$ cat config.mk
export PLATFORM = sky130hd
export DESIGN_NAME = pem_exception_unit
export DESIGN_NICKNAME = d
export VERILOG_FILES = /design/src/pem_exception_unit.v
export VERILOG_INCLUDE_DIRS = /design/src
export SDC_FILE = /design/constraint.sdc
export NUM_CORES = 1
export LEC_CHECK = 0
export BUFFER_PORTS_ARGS = -buffer_cell sky130_fd_sc_hd__buf_2
export CAP_MARGIN = 20
export CORE_MARGIN = 1
export CORE_UTILIZATION = 43
export CTS_BUF_LIST = sky130_fd_sc_hd__clkbuf_4 sky130_fd_sc_hd__clkbuf_8
export DETAILED_ROUTE_END_ITERATION = 16
export GPL_ROUTABILITY_DRIVEN = 0
export PLACE_DENSITY = 0.67
export SETUP_SLACK_MARGIN = 0.5
export SKIP_CTS_REPAIR_TIMING = 1
export SYNTH_ARGS = -nofsm -noshare
export SYNTH_HDL_FRONTEND = slang
export SYNTH_SLANG_ARGS = --single-unit
$ cat constraint.sdc
create_clock -name i_clk -period 32.1 [get_ports i_clk]
set_input_delay 3.21 -clock i_clk [delete_from_list [all_inputs] [get_ports i_clk]]
set_output_delay 3.21 -clock i_clk [all_outputs]
set_load 0.05 [all_outputs]
$ cat src/pem_map.vh
`ifndef PEM_MAP_VH
`define PEM_MAP_VH

// Exception numbers
`define PEM_NUM_RESET 8'h01
`define PEM_NUM_NMI 8'h02
`define PEM_NUM_SEVERE 8'h03
`define PEM_NUM_MPF 8'h04
`define PEM_NUM_BEF 8'h05
`define PEM_NUM_IUF 8'h06
`define PEM_NUM_SVC 8'h0b
`define PEM_NUM_PENDABLE_SYSTEM_SERVICE 8'h0e
`define PEM_NUM_SYSTEM_TICK_EXCEPTION 8'h0f
`define PEM_NUM_IRQ0 8'h10
`define PEM_NUM_W 8

// Vector offsets of the fixed table entries
`define PEM_VEC_RESET 32'h00000004
`define PEM_VEC_NMI 32'h00000008
`define PEM_VEC_SEVERE 32'h0000000c
`define PEM_VEC_MPF 32'h00000010
`define PEM_VEC_BEF 32'h00000014
`define PEM_VEC_IUF 32'h00000018
`define PEM_VEC_SVC 32'h0000002c
`define PEM_VEC_SHIFT 2

// Priority field and urgency rank (rank = priority + 4)
`define PEM_PRIO_W 8
`define PEM_RANK_W 10
`define PEM_RANK_NMI 10'h002
`define PEM_RANK_SEVERE 10'h003
`define PEM_RANK_BIAS 10'h004
`define PEM_RANK_NONE 10'h3ff

// Index of each configurable system exception in i_sys_* ports
`define PEM_SYS_MPF 0
`define PEM_SYS_BEF 1
`define PEM_SYS_IUF 2
`define PEM_SYS_SVC 3
`define PEM_SYS_PENDABLE_SYSTEM_SERVICE 4
`define PEM_SYS_SYSTEM_TICK_EXCEPTION 5
`define PEM_SYS_N 6

`endif

$ cat src/pem_exception_unit.v
`timescale 1ns/100ps
`default_nettype none
`include "pem_map.vh"

// Contract
// RULE1 - Each source inactive, pending, active, or both
// RULE2 - Line or software request makes interrupt pending
// RULE3 - Nested handlers both stay active
// RULE4 - Reset: always enabled, priority -3, offset 4
// RULE5 - Halt in reset, fetch reset vector after
// RULE6 - Start privileged in thread mode
// RULE7 - Non-maskable interrupt: priority -2, offset 8
// RULE8 - Severe fault for unmanageable faults, priority -1
// RULE9 - Protection fault incl. no-execute fetch, offset 0x10
// RULE10 - Bus error fault, precise sync, offset 0x14
// RULE11 - Usage fault synchronous, offset 0x18
// RULE12 - Unaligned and divide-zero faults only when enabled
// RULE13 - Supervisor call is number 11, offset 0x2c
// RULE14 - Pendable system service by software request
// RULE15 - Tick exception on timer zero or software
// RULE16 - Interrupts are asynchronous
// RULE17 - Async exceptions may allow one more instruction
// RULE18 - Configurable exceptions individually disabled
// RULE19 - Lower priority value means more urgent
// RULE20 - Configurable priorities reset to zero
// RULE21 - Equal priority: lowest number first
// RULE22 - Equal priority never preempts, only pends
// RULE23 - Interrupt number minus sixteen, vector four times
module pem_exception_unit #(
  parameter N_IRQ = 8
) (
  input wire i_clk,
  input wire i_sys_rst,
  input wire [N_IRQ-1:0] i_irq_line,
  input wire [N_IRQ-1:0] i_sw_irq_set,
  input wire [N_IRQ-1:0] i_irq_enable,
  input wire [N_IRQ*`PEM_PRIO_W-1:0] i_irq_prio,
  input wire i_nmi_line,
  input wire i_sw_nmi_set,
  input wire [`PEM_SYS_N-1:0] i_sys_enable,
  input wire [`PEM_SYS_N*`PEM_PRIO_W-1:0] i_sys_prio,
  input wire i_exc_proc_err,
  input wire i_mpu_violation,
  input wire i_fetch_no_execute,
  input wire i_bus_err_precise,
  input wire i_bus_err_imprecise,
  input wire i_undef_instr,
  input wire i_unaligned_illegal,
  input wire i_invalid_state,
  input wire i_exc_return_err,
  input wire i_unaligned_access,
  input wire i_div_zero,
  input wire i_unaligned_report_en,
  input wire i_div_zero_report_en,
  input wire i_supervisor_call_instruction,
  input wire i_pendable_system_service_set,
  input wire i_system_tick_exception_zero,
  input wire i_system_tick_exception_set,
  input wire [31:0] i_vtor_base,
  input wire i_take_ready,
  input wire i_exc_return,
  input wire [`PEM_NUM_W-1:0] i_ret_num,
  input wire i_drop_priv,
  output reg o_halt,
  output reg o_boot_fetch,
  output reg [31:0] o_boot_addr,
  output reg o_take,
  output reg [`PEM_NUM_W-1:0] o_take_num,
  output reg [`PEM_NUM_W:0] o_take_irq_num,
  output reg [31:0] o_take_vector,
  output reg o_take_sync,
  output reg o_handler_mode,
  output reg o_privileged,
  output wire [2*(N_IRQ+16)-1:0] o_exc_state
);

  // Sixteen system slots come first, then the interrupts
  localparam NX = N_IRQ + `PEM_NUM_IRQ0;
  localparam PW = `PEM_PRIO_W;
  localparam RW = `PEM_RANK_W;

  // Two-flop synchronisers plus an edge stage for pin inputs
  reg [N_IRQ-1:0] irq_s1;
  reg [N_IRQ-1:0] irq_s2;
  reg [N_IRQ-1:0] irq_s3;
  reg nmi_s1;
  reg nmi_s2;
  reg nmi_s3;
  // Chain clears in reset so no false edge follows release
  always @(posedge i_clk) begin
    if (i_sys_rst) begin
      irq_s1 <= {N_IRQ{1'b0}};
      irq_s2 <= {N_IRQ{1'b0}};
      irq_s3 <= {N_IRQ{1'b0}};
      nmi_s1 <= 1'b0;
      nmi_s2 <= 1'b0;
      nmi_s3 <= 1'b0;
    end else begin
      irq_s1 <= i_irq_line;
      irq_s2 <= irq_s1;
      irq_s3 <= irq_s2;
      nmi_s1 <= i_nmi_line;
      nmi_s2 <= nmi_s1;
      nmi_s3 <= nmi_s2;
    end
  end

  // Edges, not levels, so a held line does not re-pend forever
  wire [N_IRQ-1:0] irq_rise = irq_s2 & ~irq_s3;
  wire nmi_rise = nmi_s2 & ~nmi_s3;

  // Fault causes
  wire mpf_req = i_mpu_violation | i_fetch_no_execute; // [RULE9]
  wire bef_req = i_bus_err_precise | i_bus_err_imprecise; // [RULE10]
  wire iuf_req = i_undef_instr | i_unaligned_illegal |
                 i_invalid_state | i_exc_return_err | // [RULE11]
                 (i_unaligned_access & i_unaligned_report_en) |
                 (i_div_zero & i_div_zero_report_en); // [RULE12]

  // A disabled fault handler cannot take it: escalate to severe
  wire mpf_en = i_sys_enable[`PEM_SYS_MPF];
  wire bef_en = i_sys_enable[`PEM_SYS_BEF];
  wire iuf_en = i_sys_enable[`PEM_SYS_IUF];
  // Severe has no enable, so escalation always lands
  wire sev_req = i_exc_proc_err | (mpf_req & ~mpf_en) |
                 (bef_req & ~bef_en) | (iuf_req & ~iuf_en); // [RULE8]

  // Imprecise bus error makes its activation asynchronous
  reg bef_async;
  always @(posedge i_clk) begin
    if (i_sys_rst) begin
      bef_async <= 1'b0;
    end else if (bef_req & bef_en) begin
      bef_async <= i_bus_err_imprecise & ~i_bus_err_precise; // [RULE10]
    end
  end

  // Flat per-slot views for the arbiter
  wire [NX-1:0] pend_v;
  wire [NX-1:0] act_v;
  wire [NX-1:0] en_v;
  wire [NX*RW-1:0] rank_v;

  // Arbiter results, read back by every state slice
  reg take;
  reg [`PEM_NUM_W-1:0] win_num;
  reg [RW-1:0] win_rank;

  // Per-exception request, enable, rank and two state bits
  genvar n;
  generate
    for (n = 0; n < NX; n = n + 1) begin : g_exc
      // Request, enable and rank are chosen per slot below
      wire req;
      wire en;
      wire [RW-1:0] rk;
      reg pend;
      reg act;
      if (n == `PEM_NUM_NMI) begin : g_nmi
        // Pin edge or software; no enable, fixed rank
        assign req = nmi_rise | i_sw_nmi_set;
        assign en = 1'b1; // [RULE7]
        assign rk = `PEM_RANK_NMI; // [RULE7]
      end else if (n == `PEM_NUM_SEVERE) begin : g_sev
        // Always enabled so escalated faults land here
        assign req = sev_req;
        assign en = 1'b1; // [RULE18]
        assign rk = `PEM_RANK_SEVERE; // [RULE8]
      end else if (n == `PEM_NUM_MPF) begin : g_mpf
        // Zero, the default, is the most urgent configurable rank
        assign req = mpf_req & mpf_en;
        assign en = mpf_en;
        assign rk = {2'b00, i_sys_prio[`PEM_SYS_MPF*PW +: PW]} +
                    `PEM_RANK_BIAS; // [RULE20]
      end else if (n == `PEM_NUM_BEF) begin : g_bef
        // Pends only when enabled; otherwise severe takes it
        assign req = bef_req & bef_en;
        assign en = bef_en;
        assign rk = {2'b00, i_sys_prio[`PEM_SYS_BEF*PW +: PW]} +
                    `PEM_RANK_BIAS;
      end else if (n == `PEM_NUM_IUF) begin : g_iuf
        // Causes already filtered by the report enables
        assign req = iuf_req & iuf_en;
        assign en = iuf_en;
        assign rk = {2'b00, i_sys_prio[`PEM_SYS_IUF*PW +: PW]} +
                    `PEM_RANK_BIAS;
      end else if (n == `PEM_NUM_SVC) begin : g_svc
        // Raised in step with the call instruction
        assign req = i_supervisor_call_instruction; // [RULE13]
        assign en = i_sys_enable[`PEM_SYS_SVC];
        assign rk = {2'b00, i_sys_prio[`PEM_SYS_SVC*PW +: PW]} +
                    `PEM_RANK_BIAS;
      end else if (n == `PEM_NUM_PENDABLE_SYSTEM_SERVICE) begin : g_psv
        // Software-only request, meant for deferred switching
        assign req = i_pendable_system_service_set; // [RULE14]
        assign en = i_sys_enable[`PEM_SYS_PENDABLE_SYSTEM_SERVICE];
        assign rk = {2'b00, i_sys_prio[`PEM_SYS_PENDABLE_SYSTEM_SERVICE*PW +: PW]} +
                    `PEM_RANK_BIAS;
      end else if (n == `PEM_NUM_SYSTEM_TICK_EXCEPTION) begin : g_tick
        // Timer reaching zero, or software
        assign req = i_system_tick_exception_zero | i_system_tick_exception_set; // [RULE15]
        assign en = i_sys_enable[`PEM_SYS_SYSTEM_TICK_EXCEPTION];
        assign rk = {2'b00, i_sys_prio[`PEM_SYS_SYSTEM_TICK_EXCEPTION*PW +: PW]} +
                    `PEM_RANK_BIAS;
      end else if (n >= `PEM_NUM_IRQ0) begin : g_irq
        // Interrupt k sits at slot k plus sixteen
        localparam K = n - `PEM_NUM_IRQ0;
        assign req = irq_rise[K] | i_sw_irq_set[K]; // [RULE2]
        assign en = i_irq_enable[K]; // [RULE18]
        assign rk = {2'b00, i_irq_prio[K*PW +: PW]} +
                    `PEM_RANK_BIAS; // [RULE19]
      end else begin : g_none
        // Reserved numbers: never pend, never win
        assign req = 1'b0;
        assign en = 1'b0;
        assign rk = `PEM_RANK_NONE;
      end

      // Set wins over the clear done by taking the exception
      always @(posedge i_clk) begin
        if (i_sys_rst) begin
          pend <= 1'b0;
          act <= 1'b0;
        end else begin
          if (take && win_num == n) begin
            act <= 1'b1; // [RULE3]
            pend <= req; // [RULE1]
          end else begin
            if (req) begin
              pend <= 1'b1; // [RULE1]
            end
            if (i_exc_return && i_ret_num == n) begin
              act <= 1'b0;
            end
          end
        end
      end

      // Export this slot's bits to the flat buses
      assign pend_v[n] = pend;
      assign act_v[n] = act;
      assign en_v[n] = en;
      assign rank_v[n*RW +: RW] = rk;
      assign o_exc_state[2*n +: 2] = {act, pend}; // [RULE1]
    end
  endgenerate

  // Arbiter: scan downward so ties go to the lowest number
  integer i;
  reg found;
  reg [RW-1:0] cur_rank;
  always @* begin
    found = 1'b0;
    win_num = {`PEM_NUM_W{1'b0}};
    win_rank = `PEM_RANK_NONE;
    cur_rank = `PEM_RANK_NONE;
    // Slots 0 and 1 never pend; reset acts as a halt instead
    for (i = NX - 1; i > 1; i = i - 1) begin
      if (pend_v[i] && en_v[i] &&
          rank_v[i*RW +: RW] <= win_rank) begin // [RULE21]
        found = 1'b1;
        win_num = i[`PEM_NUM_W-1:0];
        win_rank = rank_v[i*RW +: RW]; // [RULE19]
      end
      if (act_v[i] && rank_v[i*RW +: RW] < cur_rank) begin
        cur_rank = rank_v[i*RW +: RW];
      end
    end
    // Only a strictly more urgent one preempts a running handler
    take = found & i_take_ready & ~o_halt &
           (win_rank < cur_rank); // [RULE22]
  end

  // Which exceptions activate in step with the instruction stream
  reg win_sync;
  always @* begin
    // Severe fault reported as synchronous by choice
    case (win_num)
      `PEM_NUM_SEVERE: win_sync = 1'b1;
      `PEM_NUM_MPF: win_sync = 1'b1; // [RULE9]
      `PEM_NUM_BEF: win_sync = ~bef_async; // [RULE10]
      `PEM_NUM_IUF: win_sync = 1'b1; // [RULE11]
      `PEM_NUM_SVC: win_sync = 1'b1; // [RULE13]
      default: win_sync = 1'b0; // [RULE16]
    endcase
  end

  // Entry report to the pipeline, one cycle after the decision
  always @(posedge i_clk) begin
    if (i_sys_rst) begin
      o_take <= 1'b0;
      o_take_num <= {`PEM_NUM_W{1'b0}};
      o_take_irq_num <= {(`PEM_NUM_W+1){1'b0}};
      o_take_vector <= 32'h00000000;
      o_take_sync <= 1'b0;
    end else begin
      // High only in the cycle after a decision
      o_take <= take;
      if (take) begin
        o_take_num <= win_num;
        o_take_irq_num <= {1'b0, win_num} -
                          {1'b0, `PEM_NUM_IRQ0}; // [RULE23]
        o_take_vector <= i_vtor_base +
          {22'h000000, win_num, 2'b00}; // [RULE23]
        // Low means the pipeline may retire one more first
        o_take_sync <= win_sync; // [RULE17]
      end
    end
  end

  // Reset halts; first edge after release starts at the vector
  always @(posedge i_clk) begin
    if (i_sys_rst) begin
      o_halt <= 1'b1; // [RULE5]
      o_boot_fetch <= 1'b0;
      o_boot_addr <= 32'h00000000;
    end else begin
      o_halt <= 1'b0;
      // One cycle only, as o_halt clears on this same edge
      o_boot_fetch <= o_halt; // [RULE4] [RULE5]
      if (o_halt) begin
        o_boot_addr <= i_vtor_base + `PEM_VEC_RESET; // [RULE4]
      end
    end
  end

  // Mode and privilege; thread mode privileged out of reset
  reg thread_priv;
  always @(posedge i_clk) begin
    if (i_sys_rst) begin
      thread_priv <= 1'b1; // [RULE6]
      o_handler_mode <= 1'b0; // [RULE6]
      o_privileged <= 1'b1;
    end else begin
      if (i_drop_priv) begin
        thread_priv <= 1'b0;
      end
      // Lags the active bits by one edge; pipeline must allow it
      o_handler_mode <= |act_v;
      // Handlers always run privileged
      o_privileged <= (|act_v) | (thread_priv & ~i_drop_priv);
    end
  end

endmodule // pem_exception_unit
`default_nettype wire

==> flow_summary.toml <==
[logic_synthesis]
synth.distinct_cells = 106
ys_async_sr_fraction_pct = 0
synth-edff-count = 0
synth_warnings = 0
yosys.area.top_type = "ha_1"
synth_top_area_share_pct = 16.0
syn_inst = 2476
synthTopCellsByArea = "ha_1 16%, dfxtp_1 15%, a21oi_1 5.1%, nor2_1 4.5%, nand3_1 3.4%"
synth_seq_cells = 145
synthFlopType = "dfxtp_1"
ys_seq_area_share_pct = 15.5
synthesis.area_mm2 = 0.0188
avgSynthCellArea_um2 = 7.58

[detailed_routing]
wire_per_inst_um = 21.1
initialDrtViolationCount = 2176
routed_wl_um = 74100
drc = 0
drtAntennaViolNets = 0
num_vias = 21600
via_per_inst = 6.15
drtPass1Iterations = 5

[final_layout]
final_nets = 3363
final_cells = 3516
final_cell_mix = "325 x buf_2, 209 x ha_1, 200 x nor2_1"
drive_above_1_share_pct = 33.8
n_fill_cell = 3856
syn_to_final_growth_pct = 31.7
mostFrequentLayoutCell = "buf_2"
postLayoutCoreUtil_pct = 57.4

[status]
status = "finished with violations"
violations = "negative setup slack"

[floorplan]
die_area_mm2 = 0.0445
start_util_pct = 43.6
coreArea_mm2 = 0.0431
core.rowCount = 76
die_h_um = 211
die_w_um = 211
ioPinCount = 341

[setup_path]
r2r_cells = 162
cpPeakStageDelay_ns = 0.51
cp_num_buf_inv = 19
startpoint_type = "input port"
cp.depth = 165
crit_path_end = "o_take_vector[12]$_SDFFE_PP0N_"
worst-setup-path-type = "in -> reg"
r2r-end = "o_take_vector[12]$_SDFFE_PP0N_"
rr_startpoint = "g_exc[23].pend$_SDFFE_PP0P_"
crit_start = "i_irq_prio[58]"
crit_path_end_kind = "flop"
cp_common_cell = "a21oi_2"
reg2reg_slack_ns = 2.37
crit_arrival_ns = 32.52
critPathTopFamily = "compound AO/OA/AOI/OAI gates"
slowest_stage = "or4_4"
crit_required_ns = 32.44
cp_max_fo = 15

[sta]
drv_slew = 0
rsz0062_at_grt = "yes"
fin_skew_ns = 0.0104
tightest_slew_ns = 1.06
finalSetupViolCount = 15
post-route-period-util_pct = 100
fin_crit_ns = 32.19
max_freq_ghz = 0.0311
finalHoldViolCount = 0
slew_headroom_pct = 28.7
layout_setup_ws_ns = -0.0854

[placed_design]
dp_hpwl_um = 56200
dp_cells = 3345
io_buffers = 329

[hold_path]
hold_path.class = "reg -> reg"
hp-start = "irq_s1[3]$_SDFF_PP0_"

[power]
ir_drop_v = 0.0000401
leakage_nw = 11.5
powerDensity_mw_per_mm2 = 48.1
power_mw = 1.19

[cts]
clk_latency_ns = 0.44
cts-buffers-inserted = 17
root_buffer = "clkbuf_8"
cts_tree = "built"
htreeDepth = 4
cts_max_path_buffers = 2
clock_sinks = 145
clk_pin_slew_ns = 0.09

[grt]
grt_pass1_vias = 19300
grt_max_degree = 83
track_usage_pct = 29.4
grt_pass1_wl_um = 104000
grt-ovfl-total = 0
antenna_found_initial = 4

[run]
cap_viol_max_count = 0
-- synth_stat cells (6+ instances only) --
library cell,instances
o21ai_1,17
o311ai_0,10
buf_4,62
o21ai_0,103
a211oi_1,49
ha_1,240
a31oi_1,25
nand2_1,166
mux2i_1,45
buf_2,16
inv_1,157
a41oi_1,6
mux2_2,53
and3_1,33
nand4_1,45
a211o_1,7
o211a_1,9
o22ai_1,8
o21a_1,27
a311oi_2,14
xor2_1,54
a21o_1,69
or3_1,19
and2_1,34
o31ai_1,18
o2111ai_1,16
o21bai_1,6
nor2_1,227
nor3_1,49
o211ai_1,18
dfxtp_1,145
a311oi_1,28
nor4_1,11
clkbuf_1,58
nor2b_1,60
o31a_1,8
xnor2_1,58
nand2b_1,23
nand3_1,129
or2_2,9
a21oi_1,192
-- sequential cells by signal (all words and copies together) (netlist names) --
name            count
o_boot_addr        32
o_take_vector      32
g_exc.act          24
g_exc.pend         16
irq_s1              8
irq_s2              8
irq_s3              8
o_take_irq_num      5
bef_async           1
nmi_s1              1
nmi_s2              1
nmi_s3              1
o_boot_fetch        1
o_halt              1
o_handler_mode      1
o_privileged        1
o_take              1
o_take_num          1
o_take_sync         1
thread_priv         1
-- layer usage --
layer / up-vias / track usage, % / wire length [µm]
met5: - / 0 / 13
li1: 9987 / - / -
met1: 10300 / 38.0 / 29900
met2: 1138 / 48.8 / 34800
met4: 2 / 12.4 / 3250
met3: 213 / 4.03 / 6040
-- cell families after synthesis --
family,count (synthesis),share of synthesized area (%)
AND/OR/NAND/NOR,846,22.4
AO/OA/AOI/OAI,721,27.2
buffers and inverters,307,7.65
adder cells (fa/ha/maj),242,16.2
flip-flops,145,15.5
XOR/XNOR,113,5.31
multiplexers,101,5.82
other,1,0.0200
-- worst register-to-register path: cells and delay by family, from the launching register on --
family | cells | cell delay [ns]
AO/OA/AOI/OAI | 69 | 12.25
XOR/XNOR | 1 | 0.13
adder cells (fa/ha/maj) | 14 | 4.05
buffers and inverters | 18 | 2.40
flip-flops | 1 | 0.51
multiplexers | 10 | 2.82
AND/OR/NAND/NOR | 50 | 7.49
-- power breakdown --
| group | internal (mW) | switching (mW) | total (mW) |
|---|---|---|---|
| registers | 0.192 | 0.0104 | 0.202 |
| logic | 0.346 | 0.491 | 0.836 |
| clock network | 0.0748 | 0.0755 | 0.150 |
-- cell type report --
cell class              instances  area (µm²)  share of cell area [%]
diodes                          2        5.00                  0.0202
clock buffers                  19         262                    1.06
clock inverters                13         153                   0.617
inverters                     162         613                    2.48
multi-input cells            2039       16400                    66.5
flip-flops and latches        145        2900                    11.7
well taps                     585         732                    2.96
repair buffers                551        3610                    14.6
-- worst min-delay path by stage --
stage | slack (ns) | end | cells past startpoint
2_1_floorplan | 0.41 | irq_s2[0]$_SDFF_PP0_ | 1
3_3_place_gp | 0.42 | irq_s2[0]$_SDFF_PP0_ | 1
3_5_place_dp | 0.43 | irq_s2[0]$_SDFF_PP0_ | 1
4_1_cts | 0.45 | irq_s2[0]$_SDFF_PP0_ | 1
5_1_grt | 0.46 | irq_s2[3]$_SDFF_PP0_ | 1
6_report | 0.44 | irq_s2[3]$_SDFF_PP0_ | 1
-- through the flow --
step | hold slack (ns) | setup TNS (ns) | instance area [µm²] | setup WS (ns)
global route | 0.456 | -72.78 | 24700 | -1.18
CTS | 0.446 | -51.98 | 21800 | -0.988
detailed placement | 0.425 | -79.88 | 21300 | -1.36
floorplan | 0.414 | 0 | 19200 | 0.501
finish | 0.443 | -0.378 | 24700 | -0.0854
global placement | 0.418 | -9.43 | 21300 | -0.375
(Power assumes the default switching activity.)
